### src/inc/mcu_bus_defs.svh
// widths, field positions and reset values of the host bus interface
`ifndef MCU_BUS_DEFS_SVH
`define MCU_BUS_DEFS_SVH
`define ADDR_W 20
`define DATA_W 8
`define ADDR_RST 20'h00000
`define DATA_RST 8'h00
`define A16_BIT 16
`define BURST_LO_W 4
`endif

### src/inc/mcu_bus_pkg.sv
// types shared by the host bus interface
package mcu_bus_pkg;
   // host bus styles, fixed by programmed configuration
   typedef enum logic [2:0] {
      bt_mux_rd_fetch,
      bt_mux_fetch_only,
      bt_mux_rw_e,
      bt_mux_rw_dstrobe,
      bt_nonmux,
      bt_burst
   } bus_type_t;
endpackage

### src/rtl/mcu_bus_interface.sv
// host parallel bus interface: address capture, strobe mapping, data drive
//
// Contract
// (RL1) mux bus: capture address under latch strobe
// (RL2) latched address available on port A/B
// (RL3) drive addr/data port only on selected read
// (RL4) upper address bits come from general ports
// (RL5) non-mux: address on addr/data, data on A
// (RL6) non-mux: port A floats unless accessed
// (RL7) A0 picks even/odd byte; byte-high ignored
// (RL8) control inputs mapped per bus style
// (RL9) unused ctrl_in_2 serves as logic input
// (RL10) non-mux bus works without latch strobe
// (RL11) single read strobe on ctrl_in_1 only
// (RL12) two read strobes: either one reads
// (RL13) A16 may come in on port A pin 0
// (RL14) non-page: address latched every cycle
// (RL15) page hit: no strobe, low byte changes
// (RL16) page access timed from low address byte
// (RL17) burst host: A11-A4 muxed, A3-A0 separate
// (RL18) burst: upper held, A3-A0 stepped live
// (RL19) E-clock style: external read/write strobes
// (RL20) bus type from programmed configuration only
// (RL21) R/W select high reads, low writes
`include "mcu_bus_defs.svh"

module mcu_bus_interface (
   input wire logic clock,
   input wire logic srst,
   input wire logic [2:0] bus_type_cfg,
   input wire logic page_mode_cfg,
   input wire logic a16_on_porta_cfg,
   input wire logic portb_hi_cfg,
   input wire logic [7:0] addr_data_port_in,
   output logic [7:0] addr_data_port_out,
   output logic addr_data_port_oe,
   input wire logic [7:0] porta_in,
   output logic [7:0] porta_out,
   output logic porta_oe,
   input wire logic [7:0] addr_sep_in,
   input wire logic [3:0] addr_ext_in,
   input wire logic ctrl_in_0,
   input wire logic ctrl_in_1,
   input wire logic ctrl_in_2,
   input wire logic addr_latch_strobe,
   input wire logic byte_high_enable,
   input wire logic resource_hit,
   input wire logic [7:0] rd_data,
   output logic [19:0] bus_addr,
   output logic odd_byte,
   output logic rd_active,
   output logic wr_pulse,
   output logic [7:0] wr_data,
   output logic [7:0] latched_addr_a,
   output logic [7:0] latched_addr_b,
   output logic ctrl2_pld,
   output logic ext_rd,
   output logic ext_wr
);

   // multiplexed styles share address and data on the addr/data port
   function automatic logic is_muxed(input mcu_bus_pkg::bus_type_t t);
      is_muxed = (t != mcu_bus_pkg::bt_nonmux);
   endfunction

   mcu_bus_pkg::bus_type_t type_ff;
   mcu_bus_pkg::bus_type_t nxt_type;
   logic page_ff, nxt_page;
   logic a16_ff, nxt_a16;
   logic bhi_ff, nxt_bhi;

   // bus style is loaded only while reset is held [RL20]
   always_comb
   begin
      nxt_type = type_ff;
      nxt_page = page_ff;
      nxt_a16 = a16_ff;
      nxt_bhi = bhi_ff;
      if (srst)
      begin
         nxt_type = mcu_bus_pkg::bus_type_t'(bus_type_cfg); // [RL20]
         nxt_page = page_mode_cfg;
         nxt_a16 = a16_on_porta_cfg;
         nxt_bhi = portb_hi_cfg;
      end
   end

   always_ff @(posedge clock)
   begin
      type_ff <= nxt_type;
      page_ff <= nxt_page;
      a16_ff <= nxt_a16;
      bhi_ff <= nxt_bhi;
   end

   // strobe decode per style; pins sampled as synchronous levels
   logic rd_now, wr_now;
   always_comb
   begin
      rd_now = 1'b0;
      wr_now = 1'b0;
      unique case (type_ff)
         mcu_bus_pkg::bt_mux_rd_fetch, mcu_bus_pkg::bt_burst:
         begin
            wr_now = !ctrl_in_0; // [RL8]
            rd_now = !ctrl_in_1 || !ctrl_in_2; // [RL12]
         end
         mcu_bus_pkg::bt_mux_fetch_only, mcu_bus_pkg::bt_nonmux:
         begin
            wr_now = !ctrl_in_0;
            rd_now = !ctrl_in_1; // [RL11]
         end
         mcu_bus_pkg::bt_mux_rw_e:
         begin
            rd_now = ctrl_in_1 && ctrl_in_0; // [RL21]
            wr_now = ctrl_in_1 && !ctrl_in_0; // [RL21]
         end
         mcu_bus_pkg::bt_mux_rw_dstrobe:
         begin
            rd_now = !ctrl_in_1 && ctrl_in_0; // [RL8]
            wr_now = !ctrl_in_1 && !ctrl_in_0;
         end
         default:
         begin
            rd_now = 1'b0;
            wr_now = 1'b0;
         end
      endcase
   end

   // address capture: reloaded every clock while strobe high (mux styles only), held after it falls
   logic [7:0] alat_ff, nxt_alat;
   logic [7:0] hlat_ff, nxt_hlat;
   always_comb
   begin
      nxt_alat = alat_ff;
      nxt_hlat = hlat_ff;
      if (srst)
      begin
         nxt_alat = `DATA_RST;
         nxt_hlat = `DATA_RST;
      end
      else if (addr_latch_strobe && is_muxed(type_ff))
      begin
         nxt_alat = addr_data_port_in; // [RL1] [RL14]
         nxt_hlat = addr_sep_in; // [RL18]
      end
   end

   always_ff @(posedge clock)
   begin
      alat_ff <= nxt_alat;
      hlat_ff <= nxt_hlat;
   end

   // address assembly per style; the live parts give page/burst access
   logic [19:0] addr_now;
   always_comb
   begin
      addr_now = {addr_ext_in, addr_sep_in, alat_ff}; // [RL4] [RL14]
      unique case (type_ff)
         mcu_bus_pkg::bt_nonmux:
            addr_now = {addr_ext_in, addr_sep_in, addr_data_port_in}; // [RL5] [RL10]
         mcu_bus_pkg::bt_burst:
            addr_now = {hlat_ff, alat_ff, porta_in[3:0]}; // [RL17] [RL18]
         default:
            if (page_ff)
               addr_now = {addr_ext_in, alat_ff, addr_sep_in}; // [RL15] [RL16]
      endcase
      if (a16_ff && type_ff != mcu_bus_pkg::bt_burst)
         addr_now[`A16_BIT] = porta_in[0]; // [RL13]
   end

   // access side: address, byte lane, read level, write trailing edge
   logic [19:0] addr_ff, nxt_addr;
   logic odd_ff, nxt_odd;
   logic rd_ff, nxt_rd;
   logic wrq_ff, nxt_wrq;
   logic wrp_ff, nxt_wrp;
   logic [7:0] wdat_ff, nxt_wdat;
   always_comb
   begin
      nxt_addr = addr_now;
      nxt_odd = addr_now[0]; // [RL7]
      nxt_rd = rd_now && resource_hit;
      nxt_wrq = wr_now;
      nxt_wrp = wrq_ff && !wr_now; // [RL8]
      nxt_wdat = wdat_ff;
      if (wr_now)
         nxt_wdat = is_muxed(type_ff) ? addr_data_port_in : porta_in; // [RL5]
      if (srst)
      begin
         nxt_addr = `ADDR_RST;
         nxt_odd = 1'b0;
         nxt_rd = 1'b0;
         nxt_wrq = 1'b0;
         nxt_wrp = 1'b0;
         nxt_wdat = `DATA_RST;
      end
   end

   always_ff @(posedge clock)
   begin
      addr_ff <= nxt_addr;
      odd_ff <= nxt_odd;
      rd_ff <= nxt_rd;
      wrq_ff <= nxt_wrq;
      wrp_ff <= nxt_wrp;
      wdat_ff <= nxt_wdat;
   end

   // data drive: only the port that carries data, only on a hit read
   logic adoe_ff, nxt_adoe;
   logic paoe_ff, nxt_paoe;
   logic [7:0] dout_ff, nxt_dout;
   always_comb
   begin
      nxt_adoe = is_muxed(type_ff) && resource_hit && rd_now; // [RL3]
      nxt_paoe = !is_muxed(type_ff) && resource_hit && rd_now; // [RL6]
      nxt_dout = rd_data;
      if (srst)
      begin
         nxt_adoe = 1'b0;
         nxt_paoe = 1'b0;
         nxt_dout = `DATA_RST;
      end
   end

   always_ff @(posedge clock)
   begin
      adoe_ff <= nxt_adoe;
      paoe_ff <= nxt_paoe;
      dout_ff <= nxt_dout;
   end

   // latched address outputs, spare control input, external strobes
   logic [7:0] laa_ff, nxt_laa;
   logic [7:0] lab_ff, nxt_lab;
   logic c2_ff, nxt_c2;
   logic erd_ff, nxt_erd;
   logic ewr_ff, nxt_ewr;
   always_comb
   begin
      nxt_laa = addr_now[7:0]; // [RL2]
      nxt_lab = bhi_ff ? addr_now[15:8] : addr_now[7:0]; // [RL2]
      // styles that read a second fetch strobe own ctrl_in_2
      nxt_c2 = (type_ff == mcu_bus_pkg::bt_mux_rd_fetch ||
                type_ff == mcu_bus_pkg::bt_burst) ? 1'b0 : ctrl_in_2; // [RL9]
      // misses only, so outside parts never fight an internal read
      nxt_erd = type_ff == mcu_bus_pkg::bt_mux_rw_e && rd_now && !resource_hit; // [RL19]
      nxt_ewr = type_ff == mcu_bus_pkg::bt_mux_rw_e && wr_now && !resource_hit; // [RL19]
      if (srst)
      begin
         nxt_laa = `DATA_RST;
         nxt_lab = `DATA_RST;
         nxt_c2 = 1'b0;
         nxt_erd = 1'b0;
         nxt_ewr = 1'b0;
      end
   end

   always_ff @(posedge clock)
   begin
      laa_ff <= nxt_laa;
      lab_ff <= nxt_lab;
      c2_ff <= nxt_c2;
      erd_ff <= nxt_erd;
      ewr_ff <= nxt_ewr;
   end

   // byte_high_enable has no effect on an 8-bit bus
   logic byte_high_unused;
   assign byte_high_unused = byte_high_enable; // [RL7]

   assign addr_data_port_out = dout_ff;
   assign addr_data_port_oe = adoe_ff;
   assign porta_out = dout_ff;
   assign porta_oe = paoe_ff;
   assign bus_addr = addr_ff;
   assign odd_byte = odd_ff;
   assign rd_active = rd_ff;
   assign wr_pulse = wrp_ff;
   assign wr_data = wdat_ff;
   assign latched_addr_a = laa_ff;
   assign latched_addr_b = lab_ff;
   assign ctrl2_pld = c2_ff; // [RL9]
   assign ext_rd = erd_ff;
   assign ext_wr = ewr_ff;
endmodule // mcu_bus_interface

### config.mk
export PLATFORM = sky130hd
export DESIGN_NAME = mcu_bus_interface
export DESIGN_NICKNAME = d
export VERILOG_FILES = /design/src/inc/mcu_bus_pkg.sv /design/src/rtl/mcu_bus_interface.sv
export VERILOG_INCLUDE_DIRS = /design/src /design/src/inc
export SDC_FILE = /design/constraint.sdc
export NUM_CORES = 1
export LEC_CHECK = 0
export BUFFER_PORTS_ARGS = -buffer_cell sky130_fd_sc_hd__buf_4
export CAP_MARGIN = 20
export CELL_PAD_IN_SITES_DETAIL_PLACEMENT = 1
export CELL_PAD_IN_SITES_GLOBAL_PLACEMENT = 2
export CORE_MARGIN = 2
export CORE_UTILIZATION = 31
export DETAILED_ROUTE_END_ITERATION = 12
export HOLD_SLACK_MARGIN = 0.02
export PLACE_DENSITY_LB_ADDON = 0.1
export REMOVE_ABC_BUFFERS = 1
export SETUP_SLACK_MARGIN = 0.05
export SLEW_MARGIN = 30
export SYNTH_ARGS = -nofsm -noshare
export SYNTH_HDL_FRONTEND = slang
export SYNTH_SLANG_ARGS = --single-unit
### constraint.sdc
create_clock -name clock -period 2.8 [get_ports clock]
set_clock_uncertainty 0.2 [all_clocks]
set_input_delay 0.84 -clock clock [delete_from_list [all_inputs] [get_ports clock]]
set_output_delay 0.84 -clock clock [all_outputs]
set_load 0.01 [all_outputs]
======== Word-level counts from Yosys, hierarchy flattened ========
Index checks and enable logic that the tools add are counted.
storage, ports and cells
  output and inout port bits .............. 68
  bits of input ports ..................... 50
  flip-flop bits (word level) ............. 83
  logic and storage cells ................. 63
cells by class
  mux-type cells .......................... 7
  reductions and logical operators ........ 29
  equality and inequality tests ........... 7
operator list
  kind                number
  $pmux 20 s2         1
  $logic_and 1x1->1   16
  $mux 16             1
  $mux 8              2
  $eq 3x2->1 const B  2
  $eq 3x3->1 const B  2
  $logic_not 1->1     6
  $ne 3x3->1 const B  2
  $reduce_or 2->1     3
  $pmux 1 s4          1
  $reduce_or 4->1     1
  $eq 3x1->1 const B  1
  $logic_not 3->1     1
  $pmux 1 s3          1
  $logic_or 1x1->1    2
  $mux 1              1

======== Depth between registers and ports, before layout ========
Gate-level depths: netlist of run 1.
  depth after elaboration ................. 5
  gate-level depth with buffers ........... 6
  gate-level depth less buffers ........... 3

======== Worst setup path before layout of run 1 ========
OpenSTA, ideal clock, no wires.
  path kind ............................... input to register
  start point ............................. input addr_latch_strobe
  end point ............................... register alat_ff[0]
  stages .................................. 5
  slack ................................... 0.894 ns
  path buffers ............................ 2
  setup time .............................. 0.132 ns
  arrival ................................. 1.574 ns
  data required time ...................... 2.468 ns
  cells stage by stage .................... clkbuf_1 -> inv_1 -> clkbuf_1 -> o21ai_0 -> a21oi_1
between the ends
  cells in the longest elaborated chain, start to end .. 1
RTL lines
  item                    line                      RTL
  start: declaration      mcu_bus_interface.sv:45   input wire logic addr_latch_strobe,
  $logic_and 1x1->1       mcu_bus_interface.sv:143  else if (addr_latch_strobe && is_muxed(type_ff))
  end signal: assignment  mcu_bus_interface.sv:152  alat_ff <= nxt_alat;
  end: declaration        mcu_bus_interface.sv:132  logic [7:0] alat_ff, nxt_alat;
Every way passes these cells.
A chain may end at the register's enable or synchronous reset.

======== Final worst setup path of run 1 ========
  start point ............................. register type_ff[0]
  end point ............................... register lab_ff[6], in the netlist latched_addr_b[6]
between the ends
  cells in the longest elaborated chain, start to end .. 3
RTL lines
  item                      line                      RTL
  start: declaration        mcu_bus_interface.sv:66   mcu_bus_pkg::bus_type_t type_ff;
  start signal: assignment  mcu_bus_interface.sv:90   type_ff <= nxt_type;
  $eq 3x3->1                mcu_bus_interface.sv:161  unique case (type_ff)
  $pmux 20 s2 *             mcu_bus_interface.sv:161
  $mux 8 *                  mcu_bus_interface.sv:245  nxt_lab = bhi_ff ? addr_now[15:8] : addr_now[7:0];
  end signal: assignment    mcu_bus_interface.sv:265  lab_ff <= nxt_lab;
  end: declaration          mcu_bus_interface.sv:238  logic [7:0] lab_ff, nxt_lab;
Every way passes the cells marked *; elsewhere a longest branch is shown, timed or not.

==> flow_summary.yaml, run 1 <==
route:
  drt_iter0_markers: 84
  ant_nets: 0
  drt-pass1-iter-count: 4
  drc_errors: 0
  routed_wl_mm: 9.13
  vias: 2677
  wl_per_cell_um: 17.0
  viasPerCell: 4.99
timing:
  setup-tns-final_ns: 0
  hold_slack_ns: 0.253
  post-route-min-period_ns: 2.12
  timing.final.max_slew_violations: 0
  finalSetupViolations: 0
  worst_slew_pin_slew_ns: 0.651
  rsz0062_at_grt: "false"
  relSlewSlack: 0.564
  fmax_mhz: 472
  final_hold_viol_count: 0
  fin_crit_sh: 0.757
global_routing:
  met1_usage: 0.212
  grt_pass1_vias: 2696
  globalRouteTotalUtil: 0.168
  grt_max_degree: 37
  use_met3: 0.0338
  busiest_layer: "met2"
  grt_pass1_wl_mm: 14.4
  grtUsageMet2: 0.284
  antenna_found_initial: 0
  overflow: 0
power:
  p_per_area_mw_per_mm2: 633
  vdd_drop_max_uv: 231
  finalPower_w: 0.00264
  leakagePower_nw: 1.77
yosys:
  synth_adder_area_share: 0
  synth-simple-area-share: 0.138
  synth_top_cell_area_share: 0.436
  ys_top_cells_by_area: "dfxtp_1, mux2i_1, edfxtp_1, buf_4, o32ai_1"
  synth_top_area_cell: "dfxtp_1"
  synth_top_family_by_area: "compound AO/OA/AOI/OAI gates"
  synth_edf_count: 6
  syn_area_per_cell_um2: 10.1
  synth-seq-cells: 74
  async_flop_share: 0
  ys_types: 37
  synth_compound_area_frac: 0.162
  synth.area.mux_share: 0.109
  syn-instance-count: 309
  synthFlopType: "dfxtp_1"
  seq_area_frac_synth: 0.494
  synthXorXnorAreaFrac: 0.00562
  yosysWarnings: 0
  syn_area_mm2: 0.00312
place:
  numPortBuffers: 116
  placed_cells: 520
  dp_hpwl_mm: 6.32
  finalWeightedCongestion: 0.775
die:
  die_height_um: 104
  dieWidth_um: 104
  coreArea_mm2: 0.00977
  die-area_mm2: 0.0109
  rows: 36
  io_pins: 118
  start_util: 0.319
clock_tree:
  cts_hold_buf: 0
  numCtsBuffers: 9
  cts_tree: "done"
  cts.sinks: 74
  cts.clk_slew.worst_paths_ns: 0.08
  clock_latency_ns: 0.34
  post_cts_buffers: 0
  htree_levels: 3
  cts-resized-gates: 0
  clk_root_buffer_cell: "clkbuf_8"
  clockBufferDepth: 2
run:
  drv_cap: 0
worst_setup_path:
  reg2reg_depth: 3
  criticalPathCategory: "register to register"
  r2r_end: "latched_addr_b[6]"
  start_kind: "register"
  cp-end-kind: "register"
  path_max_fanout: 14
  reg2reg_slack_ns: 0.68
  worst_ep_arrival_time_ns: 2.14
  r2r-start: "type_ff[0]"
  cp.required_ns: 2.82
cells_and_area:
  area_growth_syn_to_layout_pct: 33.6
  finalNonFillerCells: 536
  fin_util: 0.426
  mostFrequentLayoutCells: "buf_4, dfxtp_1, mux2i_1, a21oi_1, nor2_1"
  layout_commonest_cell: "buf_4"
  n_antenna_cell: 0
  drive_above_1_share: 0.377
  finalNetCount: 448
worst_hold_path:
  holdPathStages: 2
  hold_class: "register to register"
  hold_start: "hlat_ff[5]"
  min_to: "bus_addr[17]"
run_status:
  status: "finished clean"
-- final cells by class --
cell class / instances / area (um^2)
fillers: 1145 / 5610
flip-flops and latches: 74 / 1540
multi-input cells: 188 / 1300
repair buffers: 123 / 923
well taps: 133 / 166
clock buffers: 12 / 156
clock inverters: 4 / 73.8
inverters: 2 / 7.51
-- worst max-delay path by stage --
stage	startpoint	to	slack, ns	cells past startpoint
floorplan	type_ff[0]	wr_data[5]	0.38	3
global placement	srst	latched_addr_b[5]	0.64	3
detailed placement	srst	latched_addr_b[0]	0.62	3
CTS	type_ff[0]	latched_addr_b[6]	0.64	3
global route	type_ff[0]	latched_addr_b[6]	0.47	3
finish	type_ff[0]	latched_addr_b[6]	0.68	3
-- sequential cells by signal (all words and copies together) (netlist names), 3 cells and up --
signal,flops
addr_data_port_out,8
alat_ff,8
bus_addr,20
hlat_ff,8
latched_addr_b,8
type_ff,3
wr_data,8
-- routing by layer --
| metal | wire (um) | part of all wire |
|---|---|---|
| met1 | 4180 | 0.46 |
| met2 | 4350 | 0.48 |
| met3 | 460 | 0.050 |
| met4 | 133 | 0.015 |
| met5 | 0 | 0 |
-- where the power goes --
| group | switching (W) | total [W] | internal, W | leakage (nW) |
|---|---|---|---|---|
| clock | 0.000399 | 0.000956 | 0.000557 | 0.116 |
| sequential | 0.0000518 | 0.00120 | 0.00115 | 0.621 |
| combinational | 0.000240 | 0.000480 | 0.000241 | 1.03 |
| total | 0.000690 | 0.00264 | 0.00195 | 1.77 |
-- cells in the mapped netlist (2+ instances only) --
master    instances
dfxtp_1          68
mux2i_1          25
buf_4            21
a21oi_1          20
nor2_1           20
o21ai_0          17
nand3_1          16
o32ai_1          16
a211oi_1         11
nor2b_1          10
buf_2             9
clkbuf_1          9
mux2_2            8
nor3_1            8
nand2_1           7
edfxtp_1          6
a221oi_1          5
nor3b_1           4
a221oi_2          3
buf_1             3
nand2b_1          3
nor4_1            3
inv_1             2
xor2_1            2
-- cell families (layout without fill, tap and decap cells) --
| group | after synthesis | after routing |
|---|---|---|
| compound gates | 73 | 73 |
| xor+xnor | 2 | 2 |
| buf+inv | 47 | 141 |
| flops | 74 | 74 |
| mux | 33 | 33 |
| simple gates | 80 | 80 |
-- critical path, cell delays in order, from the launching register on --
cell and delay, ns:
edfxtp_1 0.70, nand3b_1 0.58, o32ai_1 0.37, o32ai_1 0.14
-- per-stage QoR --
| step | worst slack (ns) | area, um^2 |
|---|---|---|
| finish | 0.681 | 4170 |
| global route | 0.466 | 4170 |
| CTS | 0.645 | 4170 |
| detailed placement | 0.623 | 3940 |
| global placement | 0.638 | 3940 |
| floorplan | 0.384 | 2840 |
Power figures use the tool's default switching activity.
==> inputs of run 2 (changes only) <==
--- a/config.mk
+++ b/config.mk
@@ -6,12 +6,13 @@
 export SDC_FILE = /design/constraint.sdc
 export NUM_CORES = 1
 export LEC_CHECK = 0
+export ABC_AREA = 1
 export BUFFER_PORTS_ARGS = -buffer_cell sky130_fd_sc_hd__buf_4
 export CAP_MARGIN = 20
 export CELL_PAD_IN_SITES_DETAIL_PLACEMENT = 1
 export CELL_PAD_IN_SITES_GLOBAL_PLACEMENT = 2
 export CORE_MARGIN = 2
-export CORE_UTILIZATION = 31
+export CORE_UTILIZATION = 24
 export DETAILED_ROUTE_END_ITERATION = 12
 export HOLD_SLACK_MARGIN = 0.02
 export PLACE_DENSITY_LB_ADDON = 0.1
==> constraint.sdc (replaced) <==
create_clock -name clock -period 1.78 [get_ports clock]
set_clock_uncertainty 0.2 [all_clocks]
set_input_delay 0.534 -clock clock [delete_from_list [all_inputs] [get_ports clock]]
set_output_delay 0.534 -clock clock [all_outputs]
set_load 0.01 [all_outputs]
==> run 2 against run 1 <==
  * Setup slack got worse by 0.57 ns
  * Global-route usage down 1.5 points
  * Total power rose by 69%
  * Critical path type unchanged
  * Sequential share of layout area down 3.9 points
  * Critical endpoint is now latched_addr_b[2]
  * Die area is 33% higher
  * First-iteration DRC count rose by 36%
==> flow_summary.yaml, run 2 <==
global_routing:
  grt_pass1_wl_mm: 16.8
  grt_max_degree: 29
  antenna_found_initial: 0
  grtUsageMet2: 0.265
  globalRouteTotalUtil: 0.153
  busiest_layer: "met2"
  overflow: 0
  use_met3: 0.0399
  met1_usage: 0.181
  grt_pass1_vias: 3326
place:
  numPortBuffers: 116
  finalWeightedCongestion: 0.737
  dp_hpwl_mm: 7.78
  placed_cells: 711
clock_tree:
  numCtsBuffers: 9
  cts.sinks: 74
  cts.clk_slew.worst_paths_ns: 0.06
  clockBufferDepth: 2
  cts_tree: "done"
  clock_latency_ns: 0.34
  clk_root_buffer_cell: "clkbuf_16"
  cts_hold_buf: 0
  htree_levels: 3
run_status:
  status: "finished clean"
timing:
  fin_crit_sh: 0.940
  post-route-min-period_ns: 1.67
  timing.final.max_slew_violations: 0
  fmax_mhz: 598
  relSlewSlack: 0.767
  finalSetupViolations: 0
  rsz0062_at_grt: "true"
  worst_slew_pin_slew_ns: 0.349
  hold_slack_ns: 0.171
  setup-tns-final_ns: 0
  final_hold_viol_count: 0
yosys:
  synth_edf_count: 6
  async_flop_share: 0
  synth-seq-cells: 74
  ys_types: 23
  synth_top_cell_area_share: 0.421
  synth_top_area_cell: "dfxtp_1"
  syn-instance-count: 436
  seq_area_frac_synth: 0.476
  synthFlopType: "dfxtp_1"
  syn_area_mm2: 0.00324
  synth_most_common_cell: "nand2_1"
  ys_top_cells_by_area: "dfxtp_1, nand2_1, nand3_1, edfxtp_1, nor2_1"
  synthTopCellsByCount: "nand2_1, dfxtp_1, nor2_1"
  syn_area_per_cell_um2: 7.42
  yosysWarnings: 0
die:
  dieWidth_um: 120
  start_util: 0.245
  rows: 42
  io_pins: 118
  coreArea_mm2: 0.0132
  die_height_um: 120
  die-area_mm2: 0.0144
route:
  drc_errors: 0
  ant_nets: 0
  routed_wl_mm: 10.5
  wl_per_cell_um: 14.4
  viasPerCell: 4.41
  drt-pass1-iter-count: 4
  drt_iter0_markers: 114
  vias: 3229
worst_hold_path:
  hold_class: "primary input to register"
worst_setup_path:
  cp-end-kind: "register"
  cp.required_ns: 1.81
  criticalPathCategory: "register to register"
  path_max_fanout: 16
  worst_ep_arrival_time_ns: 1.71
  start_kind: "register"
cells_and_area:
  drive_above_1_share: 0.303
  mostFrequentLayoutCells: "buf_4, nand2_1, dfxtp_1, nor2_1, inv_1"
  finalNetCount: 603
  area_growth_syn_to_layout_pct: 43.8
  finalNonFillerCells: 733
  largest_register_ffs: 20
  layout_commonest_cell: "buf_4"
  n_antenna_cell: 0
power:
  p_per_area_mw_per_mm2: 956
  leakagePower_nw: 2.27
  vdd_drop_max_uv: 310
run:
  drv_cap: 0
==> run 2: layout make-up <==
class / count / area [um^2]
multi-input cells: 275 / 1270
inverters: 47 / 181
well taps: 176 / 220
clock buffers: 14 / 254
fillers: 1619 / 8540
repair buffers: 146 / 1180
flip-flops and latches: 74 / 1540
clock inverters: 1 / 5.00
==> run 2: worst paths after layout <==
path / from / to / slack [ns] / cells past startpoint
min reg2reg: wrq_ff / wr_pulse / 0.23 / 2
max reg2reg: type_ff[1] / latched_addr_b[2] / 0.11 / 8
min: portb_hi_cfg / bhi_ff / 0.17 / 1
max: type_ff[1] / latched_addr_b[2] / 0.11 / 8
==> run 2: what timing repair did <==
action / 4_1_cts / 5_1_grt
endpoints found under the setup margin: 2 / 33
resized for setup: 0 / 11
setup buffers: 1 / 6
pin swaps: 0 / 2
==> run 2: cell families after synthesis <==
kind of cell / share of synthesized area
AOI/OAI and AO/OA: 0.124
buffers and inverters: 0.133
DFF: 0.476
and+or+nand+nor: 0.266
==> run 2: power breakdown <==
part,internal [W],leakage [nW],switching [W]
registers,0.00182,0.623,0.0000672
clock network,0.000974,0.127,0.000673
logic,0.000435,1.52,0.000476
total,0.00323,2.27,0.00122
==> run 2: metrics by stage <==
stage | total power (W) | setup WS, ns | cell area, um^2 | utilization
floorplan | 0.00231 | 0.0478 | 2980 | -
global placement | 0.00281 | 0.0932 | 4320 | 0.328
detailed placement | 0.00282 | 0.0663 | 4320 | 0.328
CTS | 0.00450 | 0.0864 | 4590 | 0.348
global route | 0.00472 | 0.0282 | 4650 | 0.353
finish | 0.00445 | 0.107 | 4650 | 0.353
==> run 2: per-layer routing <==
metal / up-vias / wire, um
met3: 11 / 465
met2: 65 / 5160
met5: - / 0
li1: 1633 / -
met4: 0 / 173
met1: 1520 / 4730
==> run 2: critical path, cell delays in order (launching register included) <==
cell and delay (ns):
edfxtp_1 0.45, buf_4 0.18, inv_4 0.08, nand2_4 0.07, buf_12 0.15, o211ai_1 0.14
nand3_1 0.11, nor2_1 0.13, nor2_1 0.06
